$ cat src/irq_pins_pkg.sv
`default_nettype none

package irq_pins_pkg;

  // ****************************************************************
  // Channel and interface constants.
  // ****************************************************************
  localparam int unsigned CHANNELS          = 4;
  localparam int unsigned CHAN_A            = 0;
  localparam int unsigned MODEM_CTRL_IRQ_EN = 3;
  localparam int unsigned MODEM_CTRL_WIDTH  = 8;
  localparam logic [7:0]  MODEM_CTRL_RESET  = 8'h00;
  localparam logic        LINE_IDLE         = 1'b1;
  localparam logic        NOT_READY_N       = 1'b1;
  localparam logic        RTS_RESET_N       = 1'b1;

  // Bus styles chosen by the bus-style select input.
  typedef enum logic [0:0] {
    BUS_RWLINE = 1'b0,
    BUS_STROBE = 1'b1
  } bus_style_t;

endpackage : irq_pins_pkg

`default_nettype wire

$ cat src/quad_uart_irq_ready_pins.sv
// Operation
// - Strobe mode: channel A irq driven when control bit 3 or override set, else floated.
// - Strobe mode: channels B-D irq driven per own control bit 3.
// - Read/write-line mode: channel A pin is shared active-low open-drain irq.
// - Read/write-line mode: channels B-D irq pins held at zero.
// - Strobe mode: override high enables all four irq outputs.
// - Strobe mode: with override low, control bit 3 must be set to drive pins.
// - Transmit-ready summary is AND of four active-low channel signals.
// - Receive-ready summary is AND of four active-low channel signals.
// - Serial outputs high in reset and while idle.
// - Each channel has active-low request-to-send output, general-purpose.
// - Each channel takes active-low clear-to-send input; unused tied high.
`timescale 1ns/1ps
`default_nettype none

module quad_uart_irq_ready_pins
  import irq_pins_pkg::*;
(
  input  wire logic                 core_clk,
  input  wire logic                 rst_b,
  input  wire logic                 busStyleSel,
  input  wire logic                 irqOutputOverride,
  input  wire logic [4*MODEM_CTRL_WIDTH-1:0] modemControlReg,
  input  wire logic [CHANNELS-1:0]  irqPending,
  input  wire logic [CHANNELS-1:0]  chanTxReady_n,
  input  wire logic [CHANNELS-1:0]  chanRxReady_n,
  input  wire logic [CHANNELS-1:0]  txActive,
  input  wire logic [CHANNELS-1:0]  txBit,
  input  wire logic [CHANNELS-1:0]  rtsCtrl,
  input  wire logic [CHANNELS-1:0]  serialInChan,
  input  wire logic [CHANNELS-1:0]  clearToSend_n,
  output var  logic [CHANNELS-1:0]  irqOut,
  output var  logic [CHANNELS-1:0]  irqOe_b,
  output var  logic                 txReadySummary_n,
  output var  logic                 rxReadySummary_n,
  output var  logic [CHANNELS-1:0]  serialOutChan,
  output var  logic [CHANNELS-1:0]  requestToSend_n,
  output var  logic [CHANNELS-1:0]  serialInSync,
  output var  logic [CHANNELS-1:0]  clearToSendSync
);

  // ****************************************************************
  // Pin input synchronisers.
  // ****************************************************************
  logic              styleMeta_reg;
  logic              styleSync_reg;
  logic              ovrMeta_reg;
  logic              ovrSync_reg;
  logic [CHANNELS-1:0] rxMeta_reg;
  logic [CHANNELS-1:0] ctsMeta_reg;

  // Each pin passes two flops before any logic reads it, so a change that
  // lands near a clock edge cannot spread an unsettled level into the core.
  always_ff @(posedge core_clk)
  begin
    if (!rst_b)
    begin
      styleMeta_reg <= BUS_STROBE;
      styleSync_reg <= BUS_STROBE;
    end
    else
    begin
      styleMeta_reg <= busStyleSel;
      styleSync_reg <= styleMeta_reg;
    end
  end

  // Override pin; it resets inactive so no interrupt pin is driven early.
  always_ff @(posedge core_clk)
  begin
    if (!rst_b)
    begin
      ovrMeta_reg <= 1'b0;
      ovrSync_reg <= 1'b0;
    end
    else
    begin
      ovrMeta_reg <= irqOutputOverride;
      ovrSync_reg <= ovrMeta_reg;
    end
  end

  // Receive lines reset to the idle level so no false start is seen.
  always_ff @(posedge core_clk)
  begin
    if (!rst_b)
    begin
      rxMeta_reg   <= {CHANNELS{LINE_IDLE}};
      serialInSync <= {CHANNELS{LINE_IDLE}};
    end
    else
    begin
      rxMeta_reg   <= serialInChan;
      serialInSync <= rxMeta_reg;
    end
  end

  // Clear-to-send inputs reset to the inactive high level.
  always_ff @(posedge core_clk)
  begin
    if (!rst_b)
    begin
      ctsMeta_reg     <= {CHANNELS{1'b1}};
      clearToSendSync <= {CHANNELS{1'b1}};
    end
    else
    begin
      ctsMeta_reg     <= clearToSend_n;
      clearToSendSync <= ctsMeta_reg;
    end
  end

  // ****************************************************************
  // Per-channel interrupt pins.
  // ****************************************************************
  logic                     strobeMode;
  logic                     overrideEff;
  logic                     devIrq;
  wire logic [CHANNELS-1:0] chanIrqEn;

  // Picks the interrupt-enable bit out of one channel's control byte.
  // Each channel owns one byte of the packed control word.
  function automatic logic ctrl_irq_bit(
    input logic [4*MODEM_CTRL_WIDTH-1:0] ctrlWord,
    input int                            chan
  );
    return ctrlWord[chan*MODEM_CTRL_WIDTH+MODEM_CTRL_IRQ_EN];
  endfunction : ctrl_irq_bit

  // Override is ignored in read/write-line mode.
  assign strobeMode  = (styleSync_reg == BUS_STROBE);
  assign overrideEff = strobeMode & ovrSync_reg;
  assign devIrq      = |irqPending;

  // One registered pin per channel; channel A also carries the shared
  // open-drain interrupt when the read/write-line style is selected.
  genvar ch;
  generate
    for (ch = 0; ch < CHANNELS; ch++)
    begin : gIrq
      // The channel's own control byte gates its pin in strobe style.
      assign chanIrqEn[ch] = ctrl_irq_bit(modemControlReg, ch);

      irq_chan_pin uPin (
        .core_clk   (core_clk),
        .rst_b      (rst_b),
        .isChanA    (ch == CHAN_A),
        .strobeMode (strobeMode),
        .override   (overrideEff),
        .ctrlIrqEn  (chanIrqEn[ch]),
        .pending    (irqPending[ch]),
        .devIrq     (devIrq),
        .pinOut     (irqOut[ch]),
        .pinOe_b    (irqOe_b[ch])
      );
    end
  endgenerate

  // ****************************************************************
  // Ready summaries.
  // ****************************************************************

  // Transmit summary is low while any channel reports itself ready.
  always_ff @(posedge core_clk)
  begin
    if (!rst_b)
    begin
      txReadySummary_n <= NOT_READY_N;
    end
    else
    begin
      txReadySummary_n <= &chanTxReady_n;
    end
  end

  // Receive summary is low while any channel reports itself ready.
  always_ff @(posedge core_clk)
  begin
    if (!rst_b)
    begin
      rxReadySummary_n <= NOT_READY_N;
    end
    else
    begin
      rxReadySummary_n <= &chanRxReady_n;
    end
  end

  // ****************************************************************
  // Serial and handshake outputs.
  // ****************************************************************

  // The transmit line shows the data bit only while a channel sends.
  always_ff @(posedge core_clk)
  begin
    if (!rst_b)
    begin
      serialOutChan <= {CHANNELS{LINE_IDLE}};
    end
    else
    begin
      serialOutChan <= txBit | ~txActive;
    end
  end

  // Request-to-send is low while the core asserts it; reset leaves it off.
  always_ff @(posedge core_clk)
  begin
    if (!rst_b)
    begin
      requestToSend_n <= {CHANNELS{RTS_RESET_N}};
    end
    else
    begin
      requestToSend_n <= ~rtsCtrl;
    end
  end

endmodule : quad_uart_irq_ready_pins

`default_nettype wire

$ cat src/irq_chan_pin.sv
`timescale 1ns/1ps
`default_nettype none

// ******************************************************************
// One channel interrupt pin: value and output enable, registered.
// ******************************************************************
module irq_chan_pin
  import irq_pins_pkg::*;
(
  input  wire logic core_clk,
  input  wire logic rst_b,
  input  wire logic isChanA,
  input  wire logic strobeMode,
  input  wire logic override,
  input  wire logic ctrlIrqEn,
  input  wire logic pending,
  input  wire logic devIrq,
  output var  logic pinOut,
  output var  logic pinOe_b
);

  logic driveEn;
  logic pinNext;
  logic oeNext;

  // Select level and enable per bus style.
  always_comb
  begin
    driveEn = override | ctrlIrqEn;
    if (strobeMode)
    begin
      pinNext = pending;
      oeNext  = ~driveEn;
    end
    else if (isChanA)
    begin
      pinNext = 1'b0;
      oeNext  = ~devIrq;                       // Pull low only.
    end
    else
    begin
      pinNext = 1'b0;
      oeNext  = 1'b0;
    end
  end

  // Pins are released after reset.
  always_ff @(posedge core_clk)
  begin
    if (!rst_b)
    begin
      pinOut  <= 1'b0;
      pinOe_b <= 1'b1;
    end
    else
    begin
      pinOut  <= pinNext;
      pinOe_b <= oeNext;
    end
  end

endmodule : irq_chan_pin

`default_nettype wire

$ cat config.mk
export PLATFORM = sky130hd
export DESIGN_NAME = quad_uart_irq_ready_pins
export DESIGN_NICKNAME = d
export VERILOG_FILES = /design/src/irq_pins_pkg.sv /design/src/quad_uart_irq_ready_pins.sv /design/src/irq_chan_pin.sv
export SDC_FILE = /design/constraint.sdc
export NUM_CORES = 1
export LEC_CHECK = 0
export ABC_CLOCK_PERIOD_IN_PS = 1550
export BUFFER_PORTS_ARGS = -buffer_cell sky130_fd_sc_hd__buf_2
export CAP_MARGIN = 20
export CORE_MARGIN = 4
export CORE_UTILIZATION = 39
export DETAILED_ROUTE_END_ITERATION = 16
export GPL_TIMING_DRIVEN = 0
export HOLD_SLACK_MARGIN = 0.05
export MAX_ROUTING_LAYER = met4
export PLACE_DENSITY = 0.8
export REMOVE_ABC_BUFFERS = 1
export SLEW_MARGIN = 10
export SYNTH_ARGS = -nofsm -noshare
export SYNTH_HDL_FRONTEND = slang
export SYNTH_SLANG_ARGS = --single-unit
$ cat constraint.sdc
create_clock -name core_clk -period 1.55 [get_ports core_clk]
set_clock_uncertainty 0.05 [all_clocks]
set_input_delay 0.0775 -clock core_clk [delete_from_list [all_inputs] [get_ports core_clk]]
set_output_delay 0.0775 -clock core_clk [all_outputs]
set_load 0.005 [all_outputs]
Word-level counts from Yosys, hierarchy flattened
Index checks and enable logic that the tools add are counted.

storage, ports and cells
  output and inout port bits = 26
  register bits after elaboration = 38
  bits of input ports = 68
  logic and storage cells = 41

operators by class
  mux-type cells = 4
  bitwise logic cells = 13
  reductions and logical operators = 4

operator list
  operator           count
  $not A4 Y4         2
  $reduce_and A4 Y1  2
  $not A1 Y1         5
  $mux W1            4
  $or A1 B1 Y1       4
  $or A4 B4 Y4       1
  $reduce_or A4 Y1   1
  $reduce_and A2 Y1  1
  $and A1 B1 Y1      1

Logic depth before layout (Yosys ltp)
Gate-level depths: netlist (run 1).

  depth in word-level cells = 4
  depth in mapped cells = 3
  mapped depth without buffers = 2

Modules after synthesis
A second synthesis (run 1) with hierarchy kept.

unflattened totals
  cells, all modules = 93
  area total of the unflattened synthesis = 1102.3 µm²

by module, submodules not included
  module                    area each (µm²)  times used  sequential area each (µm²)  cells each
  quad_uart_irq_ready_pins  827.0            1           600.6                       69
  irq_chan_pin              68.8             4           40.0                        6

Worst setup path after synthesis (run 1)
OpenSTA, ideal clock, no wires.

  path kind = input to register
  from = input port irqPending[1]
  to = register gIrq[0].uPin.pinOe_b
  arrival = 733 ps
  path slack = 689 ps
  buffers on the path = 0
  cell stages on the path = 2
  library setup time = 79 ps
  cells stage by stage = or4_4 > o221ai_2

on the way
  cells in the longest elaborated chain, start to end = 3

ends and longest elaborated chain
  what                  RTL line                         source
  from (decl)           quad_uart_irq_ready_pins.sv:24   input wire logic [CHANNELS-1:0] irqPending,
  $reduce_or A4 Y1      quad_uart_irq_ready_pins.sv:133  assign devIrq = |irqPending;
  $not A1 Y1            n/a
  $mux W1               irq_chan_pin.sv:30               if (strobeMode)
  to (signal assigned)  irq_chan_pin.sv:58               pinOe_b <= oeNext;
  to (decl)             irq_chan_pin.sv:19               output var logic pinOe_b

Every way passes these cells.
A chain may end at the register's enable or synchronous reset.

Final worst setup path (run 1)
  from = input port txBit[3]
  to = register serialOutChan[3]

on the way
  cells in the longest elaborated chain, start to end = 1

ends and longest elaborated chain
  what                  RTL line                         source
  from (decl)           quad_uart_irq_ready_pins.sv:28   input wire logic [CHANNELS-1:0] txBit,
  $or A4 B4 Y4          quad_uart_irq_ready_pins.sv:202  serialOutChan <= txBit | ~txActive;
  to (signal assigned)  quad_uart_irq_ready_pins.sv:198  serialOutChan <= {CHANNELS{LINE_IDLE}};
  to (signal assigned)  quad_uart_irq_ready_pins.sv:202
  to (decl)             quad_uart_irq_ready_pins.sv:36   output var logic [CHANNELS-1:0] serialOutChan,

Every way passes these cells.

==> flow_summary_export.csv, run 1 <==
group,metric,value,unit
global_routing,track_usage,0.141,
floorplan,coreArea,2730,um2
timing,hold_violations,0,
power,power_frac_clock,0.340,
timing,fmax,788,MHz
layout,stdcell_area,1810,um2
critical_path,cp-end-kind,"flip-flop",
routing,wl_per_cell,11.2,um
synth,synth_area,1100,um2
clock_network,cts_setup_buffers,0,
critical_path,path_class,"input pin to flip-flop",
layout,nFillCells,205,
timing,rsz0062_at_grt,"no",
routing,postRouteWirelength,2450,um
global_routing,overflow,0,
power,p_per_area,1040,nW/um2
timing,setup-tns-final,0,ps
timing,fin_crit_sh,0.819,
layout,n_antenna_cell,0,
synth,synth_cell_types,14,
floorplan,die_h,61.2,um
layout,final_cell_mix,"buf_2, dfxtp_1, dlygate4sd3_1, nand2b_1, nand2_1",
synth,synth_warnings,0,
power,p_seq_frac,0.554,
clock_network,clk_pin_slew,110,ps
global_routing,grt_max_degree,39,
timing,worstMarginPinSlew,595,ps
placed_design,gp_congestion,0.663,
power,power.switching,0.380,mW
floorplan,row_count,19,
layout,final_core_util,0.661,
power,power_frac_comb,0.106,
power,p_int,1.49,mW
job,drv_cap,0,
timing,finalMaxSlewViolations,0,
floorplan,die_w,61.2,um
routing,vias_per_cell,4.40,
power,vdd_drop_max,0.000905,V
global_routing,grt_pass1_wl,3630,um
timing,finalCriticalPeriod,1270,ps
routing,ant_nets,0,
floorplan,boundaryPins,94,
routing,vias,959,
placed_design,io_buffers,65,
floorplan,start_util,0.404,
global_routing,grt_pass1_vias,938,
clock_network,htree_levels,2,
placed_design,dpl_cell_area,1390,um2
layout,final_cells,218,
critical_path,worstSetupStartpointType,"input pin",
synth,syn-instance-count,92,
clock_network,cts_buffer_depth,2,
clock_network,numCtsBuffers,5,
timing,setup_viol,0,
routing,drt_iter0_drc,9,
power,sw_frac_of_total,0.203,
hold_path,hold_path_class,"input pin to flip-flop",
clock_network,cts_tree,"built",
synth,avgSynthCellArea,12.0,um2
clock_network,root_buffer,"clkbuf_4",
clock_network,insertion_delay,330,ps
layout,seqCellArea,761,um2
routing,dr.pass1.iters,4,
power,power_leakage,0.824,nW
synth,synth_seq_area_share,0.689,
layout,drive_gt1_frac,0.406,
timing,maxSlewHeadroom,0.603,
critical_path,arrival,1460,ps
placed_design,hpwlAfterDp,1570,um
placed_design,dp.cells,176,
layout,final_common_cell,"buf_2",
clock_network,clock_sinks,38,
layout,syn_to_final_growth,63.7,%
routing,route.detailed.drc,0,
critical_path,path_max_fanout,1,
floorplan,dieArea,3740,um2
layout,nNetsFinal,254,
power,fin_total_pwr,1.87,mW
status,status,"finished, final reports clean",
synth,synth-seq-cells,38,
layout,multi_input_area,264,um2
critical_path,cp.required,1740,ps
global_routing,antenna_found_initial,0,
## cell families after synthesis
logic type | count (synthesis) | share of synthesized area
AND/OR/NAND/NOR | 38 | 0.212
buffers and inverters | 12 | 0.0714
flip-flops | 38 | 0.689
AO/OA/AOI/OAI | 4 | 0.0272
## timing repair
action | CTS | global route
endpoints found under the setup margin | 0 | 0
gates resized for setup | 0 | 0
hold buffers | 34 | 0
hold endpoints to repair | 28 | 0
## per-layer routing
layer / share of wire / up-vias / GRT usage
li1: - / 475 / -
met1: 0.34 / 430 / 0.123
met2: 0.54 / 47 / 0.254
met3: 0.090 / 7 / 0.0671
met4: 0.027 / 0 / 0.0619
met5: 0 / - / -
## worst max-delay path, stage by stage
cell           delay, ps
dlygate4sd3_1        540
buf_2                120
nand3b_1             150
dlygate4sd3_1        580
## synth_stat cells (all sizes together)
library cell | count | area (um2)
dfxtp | 38 | 761
nand2b | 19 | 119
buf | 11 | 75.1
nand2 | 6 | 22.5
and3 | 4 | 26.3
nand3b | 4 | 30.0
o21ai | 3 | 15.0
and2 | 2 | 12.5
nand4 | 2 | 12.5
clkbuf | 1 | 3.75
o221ai | 1 | 15.0
or4 | 1 | 11.3
## final timing paths
check / from / endpoint / slack (ps) / depth (start not counted)
max: txBit[3] / serialOutChan[3] / 280 / 4
min reg2reg: rxMeta_reg[1] / serialInSync[1] / 370 / 1
min: rst_b / requestToSend_n[2] / 130 / 2
max reg2reg: strobeMode / gIrq[0].uPin.pinOe_b / 680 / 2
## per-stage QoR
stage	setup slack [ps]	hold slack [ps]
3_5_place_dp	542	194
2_1_floorplan	689	89.4
3_3_place_gp	564	191
5_1_grt	273	141
6_report	280	128
4_1_cts	314	126
## power by group through the flow
stage	Combinational, mW	Sequential, mW	Clock, mW
floorplan	0.0334	1.06	0
CTS	0.199	1.04	0.650
global placement	0.131	1.06	0
finish	0.199	1.04	0.636
detailed placement	0.136	1.06	0
global route	0.221	1.04	0.694
## cell type report
type	count	area share
clock buffer	5	0.0208
clock inverter	3	0.0222
timing repair buffer	99	0.368
multi-input combinational	42	0.146
tap	31	0.0215
sequential	38	0.421
No activity file was read; power rests on OpenSTA's default activity.
==> run 2: changes to the inputs <==
ABC_AREA = 1   (was default)
ABC_CLOCK_PERIOD_IN_PS = 1300   (was 1550)
CORE_UTILIZATION = 37   (was 39)
PLACE_DENSITY = 0.75   (was 0.8)
clock period = 1.3 ns   (was 1.55 ns; I/O delays follow)
==> run 2 against run 1 <==
Final area grew 3.0%. Non-clock buffer count grew 2. Die area grew 9.5%. Worst hold slack lost 17 ps. Critical path type unchanged. Global-route usage grew 1.6 points. Largest power group unchanged. Sequential power grew 19%. Critical endpoint is now serialOutChan[1].
==> flow_summary_export.csv, run 2 <==
group,metric,value,unit
global_routing,grt_max_degree,36,
global_routing,busiest_layer,"met2",
timing,fin_crit_sh,0.976,
timing,maxSlewHeadroom,0.618,
timing,finalMaxSlewViolations,0,
clock_network,cts_tree,"built",
synth,netlist.area_leader.share,0.654,
synth,avgSynthCellArea,9.61,um2
global_routing,antenna_found_initial,0,
floorplan,coreArea,3030,um2
placed_design,dpl_worst_slack,315,ps
layout,nNetsFinal,285,
status,status,"finished, final reports clean",
critical_path,reg2reg_from,"strobeMode",
floorplan,boundaryPins,94,
power,power.switching,0.483,mW
clock_network,clk_pin_slew,110,ps
power,p_seq_frac,0.583,
synth,syn-instance-count,121,
floorplan,die_w,64.1,um
routing,vias_per_cell,3.99,
power,power_frac_comb,0.119,
global_routing,track_usage,0.157,
synth,synth_ff_type,"dfxtp_1",
clock_network,insertion_delay,340,ps
critical_path,worstReg2RegEnd,"gIrq[0].uPin.pinOe_b",
layout,drive_gt1_frac,0.335,
global_routing,met3_usage,0.0369,
synth,synth_warnings,0,
timing,setup_viol,0,
synth,synth_edf_count,0,
power,vdd_drop_max,0.00109,V
floorplan,dieArea,4100,um2
clock_network,htree_levels,2,
clock_network,cts_resized,0,
floorplan,die_h,64.1,um
routing,drt_iter0_drc,28,
critical_path,cp.required,1480,ps
layout,final_common_cell,"buf_2",
hold_path,hp-start,"rst_b",
timing,setup-tns-final,0,ps
routing,wl_per_cell,11.0,um
hold_path,min_to,"requestToSend_n[1]",
clock_network,numCtsBuffers,5,
synth,synthTopCellsByArea,"dfxtp_1, nand2_1, inv_1, buf_4, buf_6",
routing,route.detailed.drc,0,
timing,finalCriticalPeriod,1270,ps
placed_design,io_buffers,65,
global_routing,overflow,0,
routing,dr.pass1.iters,2,
timing,fin_ws,31.6,ps
power,power_frac_clock,0.298,
timing,worstMarginPinSlew,573,ps
job,drv_cap,0,
layout,syn_to_final_growth,60.2,%
layout,final_core_util,0.615,
global_routing,grt_pass1_vias,1065,
layout,n_antenna_cell,0,
placed_design,gp_congestion,0.651,
synth,synth_cell_types,11,
routing,vias,1046,
synth,synthArstFlopShare,0,
synth,synth-seq-cells,38,
critical_path,reg2reg_depth,3,
timing,hold_violations,0,
timing,fmax,788,MHz
global_routing,grt_pass1_wl,4610,um
critical_path,path_max_fanout,1,
routing,postRouteWirelength,2890,um
hold_path,hold_path_class,"input pin to flip-flop",
global_routing,grt_util_met1,0.129,
clock_network,root_buffer,"clkbuf_4",
synth,synthTopCellsByCount,"dfxtp_1, nand2_1, inv_1",
critical_path,worstSetupStartpointType,"input pin",
clock_network,cts_setup_buffers,0,
power,power_leakage,0.972,nW
critical_path,arrival,1450,ps
power,p_per_area,1140,nW/um2
synth,synth_most_common_cell,"dfxtp_1",
floorplan,start_util,0.384,
power,fin_total_pwr,2.12,mW
global_routing,use_met2,0.306,
critical_path,path_class,"input pin to flip-flop",
placed_design,hpwlAfterDp,1610,um
power,p_int,1.64,mW
critical_path,cp-end-kind,"flip-flop",
clock_network,clock_sinks,38,
layout,final_cell_mix,"buf_2, dfxtp_1, dlygate4sd3_1, nand2_1, inv_1",
synth,synth_area,1160,um2
timing,rsz0062_at_grt,"no",
power,sw_frac_of_total,0.228,
clock_network,cts_buffer_depth,2,
synth,yosysTopAreaCell,"dfxtp_1",
critical_path,r2r_slack,550,ps
hold_path,whs_path_depth,2,
synth,synth_seq_area_share,0.654,
floorplan,row_count,20,
routing,ant_nets,0,
==> run 2: cell types whose count changed after synthesis, moves of 2 or more <==
cell      previous run  this run
and2_1               2         0
buf_2                3         0
buf_6                0         4
and3_1               3         0
inv_1                0        25
nor2_1               0         6
nand2b_1            19         0
nand2_1              6        28
nand3_1              0         2
==> run 2: what timing repair did <==
item | in CTS | in global routing
endpoints found under the setup margin | 0 | 1
hold buffers | 34 | 3
endpoints found under the hold margin | 28 | 1
==> run 2: metal layers <==
| layer | up-vias | share of wire | routed length, um |
|---|---|---|---|
| met5 | - | 0 | 0 |
| met4 | 0 | 0.028 | 81 |
| met3 | 11 | 0.056 | 162 |
| met1 | 460 | 0.34 | 986 |
| li1 | 533 | - | - |
| met2 | 42 | 0.57 | 1660 |
==> run 2: kinds of logic after synthesis <==
kind of cell	share of synthesized area
buf+inv	0.171
simple gates	0.161
compound gates	0.0129
flops	0.654
==> run 2: worst max path at each step <==
stage	to	cells after the start	start	slack, ps
floorplan	gIrq[0].uPin.pinOe_b	3	strobeMode	640
global placement	gIrq[3].uPin.pinOut	3	rst_b	310
detailed placement	gIrq[2].uPin.pinOut	3	rst_b	320
CTS	serialOutChan[1]	4	txBit[1]	60
global route	serialOutChan[2]	4	txBit[2]	3
finish	serialOutChan[1]	4	txBit[1]	30
==> run 2: metrics by stage <==
| step | hold WS (ps) | instance area, um2 | cells |
|---|---|---|---|
| floorplan | 76.9 | 1060 | 109 |
| global placement | 179 | 1440 | 218 |
| detailed placement | 181 | 1440 | 218 |
| CTS | 91.0 | 1840 | 260 |
| global route | 134 | 1860 | 262 |
| finish | 111 | 1860 | 262 |
==> run 2: cell type report <==
type / instances / area (um2)
inverter: 25 / 93.8
clock inverter: 2 / 12.5
sequential: 38 / 761
clock buffer: 6 / 51.3
fill: 262 / 1170
multi-input combinational: 46 / 203
timing repair buffer: 101 / 686
tap: 44 / 55.1
==> run 2: worst max-delay path: stages <==
cell           delay, ps
dlygate4sd3_1        530
buf_2                120
nand3b_1             150
dlygate4sd3_1        580
==> run 2: power groups by stage <==
stage	clock network, mW	logic [mW]	registers [mW]
6_report	0.633	0.253	1.24
5_1_grt	0.716	0.284	1.25
4_1_cts	0.655	0.241	1.24
3_5_place_dp	0	0.167	1.27
3_3_place_gp	0	0.164	1.26
2_1_floorplan	0	0.0434	1.27
